==> src/cbu_defs.vh <==
// Constants for the conditional branch unit
`ifndef CBU_DEFS_VH
`define CBU_DEFS_VH

// ***************************************************
// Widths
// ***************************************************
`define CBU_PC_W 12
`define CBU_OFS_W 7
`define CBU_OP_W 4
`define CBU_CORE_STATUS_REGISTER_W 8
`define CBU_SEL_W 3

// ***************************************************
// Status register bit positions
// ***************************************************
`define CBU_BIT_C 3'h0
`define CBU_BIT_Z 3'h1
`define CBU_BIT_N 3'h2
`define CBU_BIT_V 3'h3
`define CBU_BIT_S 3'h4
`define CBU_BIT_H 3'h5
`define CBU_BIT_T 3'h6
`define CBU_BIT_I 3'h7

// ***************************************************
// Branch operation codes
// ***************************************************
`define CBU_OP_STATUS_BIT_SET 4'h0
`define CBU_OP_STATUS_BIT_CLEAR 4'h1
`define CBU_OP_EQUAL 4'h2
`define CBU_OP_NOT_EQUAL 4'h3
`define CBU_OP_CARRY_SET 4'h4
`define CBU_OP_CARRY_CLEAR 4'h5
`define CBU_OP_SAME_OR_HIGHER 4'h6
`define CBU_OP_LOWER 4'h7
`define CBU_OP_MINUS 4'h8
`define CBU_OP_PLUS 4'h9
`define CBU_OP_SIGNED_GE 4'ha
`define CBU_OP_SIGNED_LT 4'hb
`define CBU_OP_HALF_CARRY_SET 4'hc
`define CBU_OP_HALF_CARRY_CLEAR 4'hd
`define CBU_OP_TRANSFER_BIT_SET 4'he

// ***************************************************
// Cycle counts
// ***************************************************
`define CBU_CYC_NOT_TAKEN 2'h1
`define CBU_CYC_TAKEN 2'h2

`endif

==> src/cbu_branch_unit.v <==
// Conditional relative branch unit of the 8-bit core
//
// Behaviour
// - Status-bit-clear branch jumps when bit is 0
// - Status-bit-set branch jumps when bit is 1
// - Equal branch jumps when zero flag 1
// - Not-equal branch jumps when zero flag 0
// - Carry-set and lower jump when carry 1
// - Carry-clear and same-or-higher jump on carry 0
// - Minus branch jumps when negative flag 1
// - Plus branch jumps when negative flag 0
// - Signed ge jumps when N xor V 0
// - Signed lt jumps when N xor V 1
// - Half-carry-set jumps when half carry 1
// - Half-carry-clear jumps when half carry 0
// - Transfer-bit-set jumps when transfer bit 1
// - Every branch completes in one or two cycles
// - Branches never alter any status flag
`timescale 1ns/1ps
`include "cbu_defs.vh"

module cbu_branch_unit #(
  parameter PC_W = `CBU_PC_W,
  parameter OFS_W = `CBU_OFS_W
) (
  input wire clk_sys,
  input wire rstn,
  input wire instrValid,
  input wire [`CBU_OP_W-1:0] branchOp,
  input wire [`CBU_SEL_W-1:0] statusBitSel,
  input wire [OFS_W-1:0] branchOffset,
  input wire [PC_W-1:0] pcCurrent,
  input wire [`CBU_CORE_STATUS_REGISTER_W-1:0] coreStatusRegister,
  output reg instrReady_r,
  output reg pcLoad_r,
  output reg [PC_W-1:0] pcTarget_r,
  output reg fetchDiscard_r,
  output reg branchTaken_r,
  output reg branchDone_r,
  output reg [1:0] branchCycles_r
);

  // ***************************************************
  // States
  // ***************************************************
  // Two states: idle, and the discard cycle after a taken jump
  localparam ST_IDLE = 1'b0;
  localparam ST_DISCARD = 1'b1;

  // Cycle figures reported to the core
  localparam [1:0] CYC_SKIP = `CBU_CYC_NOT_TAKEN;
  localparam [1:0] CYC_JUMP = `CBU_CYC_TAKEN;

  // ***************************************************
  // Condition decode
  // ***************************************************
  // Evaluates whether a branch op jumps for a given status byte
  function branchCondition;
    input [`CBU_OP_W-1:0] op;
    input [`CBU_SEL_W-1:0] sel;
    input [`CBU_CORE_STATUS_REGISTER_W-1:0] core_status_register;
    reg flagC;
    reg flagZ;
    reg flagN;
    reg flagV;
    reg flagH;
    reg flagT;
    reg nv;
    begin
      // Name the tested flags once so each arm reads plainly
      flagC = core_status_register[`CBU_BIT_C];
      flagZ = core_status_register[`CBU_BIT_Z];
      flagN = core_status_register[`CBU_BIT_N];
      flagV = core_status_register[`CBU_BIT_V];
      flagH = core_status_register[`CBU_BIT_H];
      flagT = core_status_register[`CBU_BIT_T];
      // Signed compares look at N xor V, never at N alone
      nv = flagN ^ flagV;
      case (op)
        // Any status bit chosen by the select field
        `CBU_OP_STATUS_BIT_SET: begin
          branchCondition = core_status_register[sel];
        end
        `CBU_OP_STATUS_BIT_CLEAR: begin
          branchCondition = ~core_status_register[sel];
        end
        // Zero flag
        `CBU_OP_EQUAL: begin
          branchCondition = flagZ;
        end
        `CBU_OP_NOT_EQUAL: begin
          branchCondition = ~flagZ;
        end
        // Carry; the unsigned compare names share these conditions
        `CBU_OP_CARRY_SET: begin
          branchCondition = flagC;
        end
        `CBU_OP_LOWER: begin
          branchCondition = flagC;
        end
        `CBU_OP_CARRY_CLEAR: begin
          branchCondition = ~flagC;
        end
        `CBU_OP_SAME_OR_HIGHER: begin
          branchCondition = ~flagC;
        end
        // Negative flag
        `CBU_OP_MINUS: begin
          branchCondition = flagN;
        end
        `CBU_OP_PLUS: begin
          branchCondition = ~flagN;
        end
        // Signed compare
        `CBU_OP_SIGNED_GE: begin
          branchCondition = ~nv;
        end
        `CBU_OP_SIGNED_LT: begin
          branchCondition = nv;
        end
        // Half carry
        `CBU_OP_HALF_CARRY_SET: begin
          branchCondition = flagH;
        end
        `CBU_OP_HALF_CARRY_CLEAR: begin
          branchCondition = ~flagH;
        end
        // Transfer bit
        `CBU_OP_TRANSFER_BIT_SET: begin
          branchCondition = flagT;
        end
        // Unused code never jumps, so a stray op cannot redirect fetch
        default: begin
          branchCondition = 1'b0;
        end
      endcase
    end
  endfunction

  // Widens the signed offset to PC width by copying its sign bit
  function [PC_W-1:0] signExtend;
    input [OFS_W-1:0] ofs;
    begin
      signExtend = {{(PC_W-OFS_W){ofs[OFS_W-1]}}, ofs};
    end
  endfunction

  // Base plus delta plus one; wraps modulo the PC width like the core
  function [PC_W-1:0] pcAdvance;
    input [PC_W-1:0] base;
    input [PC_W-1:0] delta;
    begin
      pcAdvance = base + delta + {{(PC_W-1){1'b0}}, 1'b1};
    end
  endfunction

  // True while the sequencer may take a new request
  function isIdle;
    input st;
    begin
      isIdle = (st == ST_IDLE);
    end
  endfunction

  // ***************************************************
  // Target arithmetic
  // ***************************************************
  reg state_r;
  reg state_nxt;
  wire condMet;
  wire accept;
  wire acceptTaken;
  wire acceptSkip;
  wire discardCycle;
  wire [PC_W-1:0] offsetExt;
  wire [PC_W-1:0] targetPc;
  wire [PC_W-1:0] seqPc;

  // Sign-extend so negative offsets wrap backwards correctly
  assign offsetExt = signExtend(branchOffset);
  // Taken jumps add the offset; a skip moves on by one word
  assign targetPc = pcAdvance(pcCurrent, offsetExt);
  assign seqPc = pcAdvance(pcCurrent, {PC_W{1'b0}});

  // ***************************************************
  // Condition and acceptance
  // ***************************************************
  // Status is only read here; no path exists to write it back
  assign condMet = branchCondition(branchOp, statusBitSel, coreStatusRegister);
  // A request in the discard cycle is dropped with no sign; the core
  // must not present the next instruction until ready returns
  assign accept = instrValid & isIdle(state_r);
  // Outcome of the accepted request, shared by the output registers
  assign acceptTaken = accept & condMet;
  assign acceptSkip = accept & ~condMet;
  assign discardCycle = (state_r == ST_DISCARD);

  // ***************************************************
  // Sequencer
  // ***************************************************
  // Cycle plan of one branch:
  //   skip  - strobe and done at the accept edge, one cycle in all
  //   taken - strobe and discard first, done one edge later
  // Taken branch spends one extra cycle discarding the prefetched word
  always @* begin
    state_nxt = state_r;
    case (state_r)
      ST_IDLE: begin
        // Only a taken branch needs the extra cycle
        if (accept && condMet) begin
          state_nxt = ST_DISCARD;
        end
      end
      ST_DISCARD: begin
        // The discard lasts exactly one cycle, then requests are taken again
        state_nxt = ST_IDLE;
      end
      default: begin
        state_nxt = ST_IDLE;
      end
    endcase
  end

  // Sequencer state; reset lands in idle so the first request is taken
  always @(posedge clk_sys or negedge rstn) begin
    if (!rstn) begin
      state_r <= ST_IDLE;
    end else begin
      state_r <= state_nxt;
    end
  end

  // ***************************************************
  // Registered outputs
  // ***************************************************
  // Ready drops only for the cycle that discards the prefetched word
  always @(posedge clk_sys or negedge rstn) begin
    if (!rstn) begin
      instrReady_r <= 1'b1;
    end else begin
      instrReady_r <= isIdle(state_nxt);
    end
  end

  // One-cycle load strobe for every accepted branch, taken or not
  always @(posedge clk_sys or negedge rstn) begin
    if (!rstn) begin
      pcLoad_r <= 1'b0;
    end else begin
      pcLoad_r <= accept;
    end
  end

  // Target holds until the next accepted branch replaces it
  always @(posedge clk_sys or negedge rstn) begin
    if (!rstn) begin
      pcTarget_r <= {PC_W{1'b0}};
    end else if (acceptTaken) begin
      pcTarget_r <= targetPc;
    end else if (acceptSkip) begin
      // Fall through to the next sequential word in one cycle
      pcTarget_r <= seqPc;
    end
  end

  // The word fetched behind a taken branch is stale and must be dropped
  always @(posedge clk_sys or negedge rstn) begin
    if (!rstn) begin
      fetchDiscard_r <= 1'b0;
    end else begin
      fetchDiscard_r <= acceptTaken;
    end
  end

  // Outcome level of the last accepted branch
  always @(posedge clk_sys or negedge rstn) begin
    if (!rstn) begin
      branchTaken_r <= 1'b0;
    end else if (accept) begin
      branchTaken_r <= condMet;
    end
  end

  // Done pulses in the last cycle: at once for a skip, after discard if taken
  always @(posedge clk_sys or negedge rstn) begin
    if (!rstn) begin
      branchDone_r <= 1'b0;
    end else begin
      branchDone_r <= acceptSkip | discardCycle;
    end
  end

  // Cycle count of the last finished branch, kept for the core's timing
  always @(posedge clk_sys or negedge rstn) begin
    if (!rstn) begin
      branchCycles_r <= 2'h0;
    end else if (acceptSkip) begin
      branchCycles_r <= CYC_SKIP;
    end else if (discardCycle) begin
      branchCycles_r <= CYC_JUMP;
    end
  end

endmodule

==> config.mk <==
export PLATFORM = sky130hd
export DESIGN_NAME = cbu_branch_unit
export DESIGN_NICKNAME = d
export VERILOG_FILES = /design/src/cbu_branch_unit.v
export VERILOG_INCLUDE_DIRS = /design/src /design/src/src
export SDC_FILE = /design/constraint.sdc
export NUM_CORES = 1
export LEC_CHECK = 0
export BUFFER_PORTS_ARGS = -buffer_cell sky130_fd_sc_hd__buf_2
export CAP_MARGIN = 40
export CORE_UTILIZATION = 46
export DETAILED_ROUTE_END_ITERATION = 6
export PLACE_DENSITY = 0.74
export SLEW_MARGIN = 5
export SYNTH_ARGS = -nofsm -noshare
export SYNTH_HDL_FRONTEND = slang
export SYNTH_SLANG_ARGS = --single-unit
==> constraint.sdc <==
create_clock -name clk_sys -period 1.44 [get_ports clk_sys]
set_input_delay 0 -clock clk_sys [delete_from_list [all_inputs] [get_ports clk_sys]]
set_output_delay 0 -clock clk_sys [all_outputs]
set_load 0.01 [all_outputs]
==> results of run 1 <==
## sequential cells by signal (all words and copies together), names as in the netlist
signal / cells
branchCycles_r: 2
branchDone_r: 1
branchTaken_r: 1
discardCycle: 1
fetchDiscard_r: 1
instrReady_r: 1
pcLoad_r: 1
pcTarget_r: 12
## worst max-delay path by stage
stage                                     end  cells after the start  slack [ps]
floorplan           pcTarget_r[8]$_DFFE_PN0P_                      8        -190
global placement    pcTarget_r[8]$_DFFE_PN0P_                      9        -350
detailed placement  pcTarget_r[8]$_DFFE_PN0P_                      9        -450
CTS                 pcTarget_r[3]$_DFFE_PN0P_                      8        -120
global route        pcTarget_r[8]$_DFFE_PN0P_                      9        -190
finish              pcTarget_r[3]$_DFFE_PN0P_                      8        -150
## per-stage QoR
step / cells / hold WS [ps]
2_1_floorplan: 201 / -296
3_3_place_gp: 341 / -36.5
3_5_place_dp: 341 / -39.2
4_1_cts: 346 / 2.11
5_1_grt: 348 / 30.5
6_report: 348 / 27.9
## area by class of cell
class	count	area share (%)
Timing Repair Buffer	103	26.5
Multi-Input combinational cell	162	48.3
Inverter	13	1.85
Clock buffer	4	2.09
Tap cell	46	2.19
Sequential cell	20	19.1
## worst register-to-register path: cells and delay by family (launching register included)
family	cells	cell delay [ps]
AOI/OAI and AO/OA	1	190
buffers and inverters	1	310
DFF	1	380
and+or+nand+nor	2	420
## layer usage
metal,wire length [um],global-route usage (%),up-vias
li1,-,-,924
met1,2210,34.0,836
met2,2160,39.5,58
met3,174,3.08,9
met4,98,10.5,0
met5,0,0,-
## cells by family after synthesis
| logic type | after synthesis | share of synthesized area [%] |
|---|---|---|
| mux | 5 | 4.53 |
| buf+inv | 19 | 5.10 |
| flops | 20 | 28.8 |
| fa+ha+maj | 13 | 9.77 |
| xor+xnor | 20 | 10.8 |
| compound gates | 54 | 21.5 |
| simple gates | 70 | 19.5 |
## where the power goes
part	switching, mW	internal (mW)	total (mW)	leakage, nW
sequential	0.0582	0.681	0.740	0.243
clock	0.181	0.244	0.424	0.0288
combinational	0.543	0.536	1.08	1.02
total	0.782	1.46	2.24	1.29
## cells in the final DEF, fill, tap and decap left out, types with 6 or more instances in the layout
master / count
o21ai_1: 7
nand2_1: 24
xnor2_1: 15
dfrtp_1: 19
ha_1: 11
buf_4: 43
a21oi_1: 6
nor2_1: 12
buf_2: 49
nand3_1: 7
o21ai_0: 10
buf_6: 8
inv_1: 12
a21oi_2: 6
## repair_timing
item,in CTS,in global routing
pin swaps,13,10
hold buffers,1,0
hold endpoints to repair,20,0
buffers inserted,0,2
resized for setup,20,16
setup endpoints to repair,15,18
gates cloned,0,0
==> metrics, run 1 <==
crit-path leading delay family=multiplexers; routed len/inst=13.4 um; Slew HR=67.7%; Hold Violations, Final=0; Place WS=-448 ps; DR vias=1,827; hold_sp=instrValid; Static Leakage=between 1 and 1.5 nW; Seq. cell area=502 um^2; Seq cells post-synth=20; Longest Clk Path Bufs=2; R2R Path End=pcTarget_r[11]$_DFFE_PN0P_; total grt overflow=0; I/O pins=56; worst-skew pair later-pin latency=260 ps; Post-Syn Nets=251; initial antenna violation count=0; fin util=75.9%; Critical path buffers and inverters=2; drt first pass iters=4; DRC=0; Commonest cells post-synth=nand2_1 (25), dfrtp_1 (19), nor2_1 (17), o21ai_0 (16), xnor2_1 (15); WS Path Type=in2reg; antenna viol nets, final=0; Final nets=353; Top FF cell, synth=dfrtp_1; Synth top area share=27.3%; hold endpoint=branchCycles_r[0]$_DFFE_PN0P_; CP arrival=1740 ps; R2R cell count=4; CTS tree=done; Post-Syn Instances=about 200; post-route setup slack=-147 ps; failing checks=setup timing; fraction of the yosys area taken by sequential cells=28.8%; filler cell count in the final layout=around 250; synth warn=0; outcome=finished with violations; crit path capture type=flop; Reg clk slew, reported paths=70 ps; Critical Path Most Common Cell=mux2i_1; actual slew at the worst max-slew pin=485 ps; input/output buffers=55; setup TNS=-1180 ps; Detailed Route Iter0 Violations=118; Detailed Place HPWL=3.62 mm; core area=0.00347 mm^2; area of the mapped netlist=between 0.0015 and 0.002 mm^2; global-route wire length before repair=7.91 mm; final clock period utilization by the worst path=110%; Initial Util=50.2%; leading area contributor after synthesis=dfrtp_1; Post-Layout Inst Area=0.00263 mm^2; R2R setup slack=10 ps; Crit. Startpoint=coreStatusRegister[5]; CP startpoint kind=primary input; max cap viols=0; EDFF count, synth=0; Multi-input gate area=0.00127 mm^2; cells along the critical path=buf_2 -> mux4_2 -> mux2i_1 -> mux2i_1 -> a41o_1 -> buf_6 -> a2111oi_2 -> a221o_1; final WL=roughly 4.6 mm; min Tclk post-route=1590 ps; RR Startpoint=discardCycle$_DFF_PN0_; row count=21; # diodes=0; Hold Path Stages=3; GP Congestion=0.897; die height=63.5 um; H-tree depth=1; vias in the first global route=1,807; Cell variety after synth=47; largest net degree at the start of global routing=21; Inserted Clock Buffers=3; gr usage total=24.9%; Power Total=2.24 mW; die area=around 0.004 mm^2; DR vias/cell=roughly 5.3; root buffer cell=clkbuf_8; Hold Crit Class=in2reg; share of layout cells above drive strength 1=45.4%; skew final=4.52 ps; worst path required time=1590 ps; Post-Syn Area per Cell=slightly below 9 um^2; width of the chip=63.5 um; Syn-to-layout area delta=51.1%; Final setup viols=17; CP peak stage delay=between 400 and 500 ps; CTS Sinks=20; Post-DP Area=0.00240 mm^2; largest cells by area after synthesis=dfrtp_1 (27%), ha_1 (8.6%), xnor2_1 (7.5%); Crit-path slowest cell=mux4_2; Worst VDD drop=0.000310 V; Max Transition Viols Final=0; pwr/cell area=853 mW/mm^2; maximum operating frequency=about 630 MHz; cell with the most instances after synthesis=nand2_1; asr flop ratio synth=between 90% and 100%; Crit Path Max Fanout=3; unrepaired setup endpoints after global routing=yes
Power figures use the tool's default switching activity.
==> run 2: changes to the inputs <==
--- a/config.mk
+++ b/config.mk
@@ -8,6 +8,7 @@
 export LEC_CHECK = 0
 export BUFFER_PORTS_ARGS = -buffer_cell sky130_fd_sc_hd__buf_2
 export CAP_MARGIN = 40
+export CORE_ASPECT_RATIO = 0.8
 export CORE_UTILIZATION = 46
 export DETAILED_ROUTE_END_ITERATION = 6
 export PLACE_DENSITY = 0.74
==> run 2 against run 1 <==
The flow still finishes with violations (setup timing). Power down 0.36%. Cell count down 1.1%. Worst hold slack got worse by 9.3 ps. Die area about the same. First-iteration DRC count grew 14%. Sequential cell count is the same. Highest routed layer unchanged. Sequential power increased by 1%. Largest power group unchanged. Combinational power about the same. Non-clock buffer count did not move.
==> metrics, run 2 (synthesized netlist as in run 1, its figures left out) <==
core area=0.00352 mm^2; CTS Sinks=20; antenna viol nets, final=0; DR vias=between 1,500 and 2,000; Crit Path Max Fanout=3; Max Transition Viols Final=0; max FFs per register=12; share of layout cells above drive strength 1=around 44%; I/O pins=56; final WL=4.83 mm; Hold Path Stages=3; Final nets=353; global-route wire length before repair=8.18 mm; largest net degree at the start of global routing=21; routed len/inst=14.0 um; outcome=finished with violations; Reg clk slew, reported paths=70 ps; Hold Crit Class=in2reg; worst path required time=1590 ps; post-route setup slack=-145 ps; drt first pass iters=6; die height=between 50 and 60 um; leading cell types in the layout, fill and taps excluded=buf_2 (49), buf_4 (44), nand2_1 (24), dfrtp_1 (19), xnor2_1 (15); crit path capture type=flop; vias in the first global route=1,791; final clock period utilization by the worst path=110%; unrepaired setup endpoints after global routing=yes; Detailed Place HPWL=between 3 and 4 mm; placed cells=around 340; pwr/cell area=862 mW/mm^2; WS Path Type=in2reg; maximum operating frequency=631 MHz; Worst VDD drop=between 0.0004 and 0.0005 V; Pint=1.45 mW; die area=0.00404 mm^2; H-tree depth=1; Longest Clk Path Bufs=2; Detailed Route Iter0 Violations=134; Power Total=2.24 mW; sw power=0.789 mW; CTS tree=done; skew final=1.11 ps; R2R cell count=4; Inserted Clock Buffers=3; sw frac=around a third; DR vias/cell=between 5 and 6; CP startpoint kind=primary input; gr usage total=25.6%; row count=19; GP Congestion=between 0.8 and 0.9; Slew HR=69.8%; max cap viols=0; Final Non-Filler Cells=about 340; clock share of power=19.2%; initial antenna violation count=0; Syn-to-layout area delta=48.9%; worst-skew pair later-pin latency=~260 ps; most common cell after layout, fill and taps aside=buf_2; Comb pwr share=47.3%; CP arrival=1730 ps; input/output buffers=55; failing checks=setup timing; Largest Register=pcTarget_r; DRC=0; min Tclk post-route=1580 ps; Static Leakage=1.29 nW; fin util=73.7%; largest registers=pcTarget_r (12), branchCycles_r (2); Hold Violations, Final=0; root buffer cell=clkbuf_8; total grt overflow=0; # diodes=0; actual slew at the worst max-slew pin=453 ps; Final setup viols=15; Initial Util=49.5%; width of the chip=70.8 um; Reg power frac=between 30% and 40%
[run 2: cell counts in the layout (fill, tap and decap cells not counted)]
Identical to the previous run, type by type.
[run 2: routing by layer]
| metal | vias to the layer above | GRT usage (%) | wire length, um |
|---|---|---|---|
| li1 | 915 | - | - |
| met1 | 832 | 36.8 | 2340 |
| met2 | 57 | 40.8 | 2160 |
| met3 | 10 | 3.36 | 232 |
| met4 | 0 | 7.14 | 105 |
| met5 | - | 0 | 0 |
[run 2: layout make-up]
type,count,area (um^2)
clock buffers,4,55.1
well taps,42,52.6
fillers,267,925
repair buffers,103,694
inverters,13,48.8
flip-flops and latches,20,502
multi-input cells,162,1240
[run 2: metrics by stage]
stage	setup WS [ps]	hold WS (ps)	cell area [um^2]	setup TNS, ps
CTS	-124	8.62	2560	-994
global route	-199	21.7	2590	-2190
finish	-145	18.6	2590	-1100
floorplan	-186	-296	1770	-1680
detailed placement	-456	-33.4	2400	-6390
global placement	-419	-42.9	2400	-5410
[run 2: power groups by stage]
stage | logic [mW] | registers (mW) | clock network (mW)
after floorplan | 0.485 | 0.807 | 0
after global placement | 0.951 | 0.753 | 0
after detailed placement | 0.977 | 0.754 | 0
after CTS | 1.03 | 0.746 | 0.429
after global routing | 1.15 | 0.760 | 0.458
final | 1.06 | 0.748 | 0.429
[run 2: path summary, 6_finish.rpt]
path	startpoint	endpoint	slack, ps
setup reg to reg	discardCycle$_DFF_PN0_	pcTarget_r[3]$_DFFE_PN0P_	0
hold reg to reg	branchTaken_r$_DFFE_PN0P_	branchTaken_r$_DFFE_PN0P_	470
setup / recovery	statusBitSel[2]	pcTarget_r[3]$_DFFE_PN0P_	-140
hold / removal	instrValid	branchDone_r$_DFF_PN0_	20
max in group asynchronous	rstn	instrReady_r$_DFF_PN1_	880
min in group asynchronous	rstn	branchTaken_r$_DFFE_PN0P_	220
[run 2: worst max-delay path, stage by stage]
cell and delay (ps):
buf_8 70, mux4_2 490, mux2i_1 180, mux2i_1 290
a41o_1 280, buf_6 120, a2111oi_2 30, a221o_1 260
[run 2: repair_timing]
item | CTS | global route
endpoints found under the setup margin | 15 | 19
resized for setup | 21 | 9
endpoints found under the hold margin | 19 | 0
pin swaps | 8 | 7
hold buffers | 1 | 0
setup buffers | 0 | 1
==> run 3: changes to the inputs <==
--- a/config.mk
+++ b/config.mk
@@ -11,6 +11,8 @@
 export CORE_ASPECT_RATIO = 0.8
 export CORE_UTILIZATION = 46
 export DETAILED_ROUTE_END_ITERATION = 6
+export GPL_ROUTABILITY_DRIVEN = 0
+export HOLD_SLACK_MARGIN = 0.12
 export PLACE_DENSITY = 0.74
 export SLEW_MARGIN = 5
 export SYNTH_ARGS = -nofsm -noshare
==> run 3 against run 2 <==
The flow finishes with violations (DRC, setup timing). Sequential power is essentially flat. Count of clock-buffer cells in the layout shrank 1. Fmax shrank 2.6%. Clock power grew 28%.
==> metrics, run 3 (synthesized netlist as in run 1, its figures left out) <==
H-tree depth=1; row count=19; share of layout cells above drive strength 1=41.3%; filler cell count in the final layout=275; Crit Path Max Fanout=4; Critical path buffers and inverters=2; final WL=4.93 mm; Syn-to-layout area delta=47.2%; Slew HR=72.3%; crit-path leading delay family=multiplexers; Final nets=~350; I/O pins=56; placed cells=333; post-route setup slack=-187 ps; Post-DP Area=0.00237 mm^2; max FFs per register=12; DRC=2; Crit-path slowest cell=mux4_2; initial antenna violation count=0; CP peak stage delay=510 ps; antenna viol nets, final=0; Hold Violations, Final=0; largest net degree at the start of global routing=21; die height=57.0 um; Worst VDD drop=approximately 0.00045 V; worst path required time=~1600 ps; skew final=1.26 ps; WS Path Type=in2reg; Initial Util=49.5%; Critical Path Most Common Cell=mux2i_1; max cap viols=0; core area=0.00352 mm^2; Hold Slack=203 ps; final clock period utilization by the worst path=113%; CP startpoint kind=primary input; gr usage total=around 26%; worst-skew pair later-pin latency=250 ps; Longest Clk Path Bufs=2; crit path capture type=flop; maximum operating frequency=614 MHz; Final Non-Filler Cells=342; largest registers=pcTarget_r (12), branchCycles_r (2); input/output buffers=55; Detailed Place HPWL=around 3.8 mm; Static Leakage=1.27 nW; fin util=between 70% and 80%; Inserted Clock Buffers=3; actual slew at the worst max-slew pin=415 ps; # diodes=0; min Tclk post-route=1630 ps; DR vias/cell=between 5 and 6; die area=0.00404 mm^2; most common cell after layout, fill and taps aside=buf_2; cells along the critical path=buf_8 -> mux4_2 -> mux2i_1 -> mux2i_1 -> a41o_1 -> buf_6 -> nor2_8 -> a22oi_2 -> nand2_1; Post-Layout Inst Area=0.00256 mm^2; vias in the first global route=1,813; CP arrival=1760 ps; Largest Register=pcTarget_r; global-route wire length before repair=8.18 mm; leading cell types in the layout, fill and taps excluded=buf_2 (50), buf_4 (40), nand2_1 (24), dfrtp_1 (19), xnor2_1 (15); Hold Crit Class=in2reg; DR vias=roughly 1,800; Max Transition Viols Final=0; R2R cell count=4; width of the chip=70.8 um; root buffer cell=clkbuf_8; CTS Sinks=20; Detailed Route Iter0 Violations=145; Hold Path Stages=4; drt first pass iters=7; Reg clk slew, reported paths=70 ps; CTS tree=done; Power Total=2.34 mW; Final setup viols=16; total grt overflow=0; unrepaired setup endpoints after global routing=yes; failing checks=DRC, setup timing; outcome=finished with violations; pwr/cell area=915 mW/mm^2; critical path depth=9; routed len/inst=14.4 um
-- run 3: path summary, 6_finish.rpt --
| path | startpoint | end | slack [ps] |
|---|---|---|---|
| min reg2reg | branchTaken_r$_DFFE_PN0P_ | branchTaken_r$_DFFE_PN0P_ | 470 |
| min in group asynchronous | rstn | branchCycles_r[0]$_DFFE_PN0P_ | 210 |
| min | pcCurrent[10] | pcTarget_r[10]$_DFFE_PN0P_ | 200 |
| max | statusBitSel[1] | pcTarget_r[8]$_DFFE_PN0P_ | -190 |
| max reg2reg | discardCycle$_DFF_PN0_ | pcTarget_r[3]$_DFFE_PN0P_ | 20 |
| max in group asynchronous | rstn | instrReady_r$_DFF_PN1_ | 900 |
-- run 3: power breakdown --
part,internal (mW),total [mW],switching (mW)
logic,0.511,1.05,0.534
clock network,0.370,0.551,0.180
registers,0.681,0.748,0.0668
total,1.56,2.34,0.781
-- run 3: through the flow --
step           setup TNS (ps)  setup WS [ps]
2_1_floorplan           -1680           -186
3_3_place_gp            -5300           -373
3_5_place_dp            -6430           -449
4_1_cts                 -1630           -193
5_1_grt                 -2990           -286
6_report                -1450           -187
-- run 3: tightest hold or removal path: cells and delay by family --
family          cells  cell delay, ps
compound gates      2             230
buf+inv             1             110
xor+xnor            1              80
-- run 3: per-layer routing --
layer / part of all wire (%) / vias up / GRT usage [%] / wire length [um]
met4: 2.0 / 0 / 8.00 / 100
met3: 4.8 / 8 / 3.53 / 235
met1: 48 / 856 / 34.7 / 2340
met2: 46 / 55 / 43.8 / 2250
met5: 0 / - / 0 / 0
li1: - / 910 / - / -
-- run 3: area by class of cell --
class | count | area (um^2) | area share, %
repair buffers | 101 | 683 | 26.6
inverters | 13 | 48.8 | 1.90
well taps | 42 | 52.6 | 2.05
multi-input cells | 162 | 1210 | 47.0
clock inverters | 1 | 30.0 | 1.17
flip-flops and latches | 20 | 502 | 19.6
clock buffers | 3 | 41.3 | 1.61
-- run 3: timing repair --
action / 4_1_cts / 5_1_grt
gates cloned: 0 / 0
endpoints found under the setup margin: 19 / 19
resized for setup: 16 / 3
buffers inserted: 1 / 1
hold endpoints to repair: 24 / 0
pin swaps: 6 / 3
hold buffers: 3 / 0
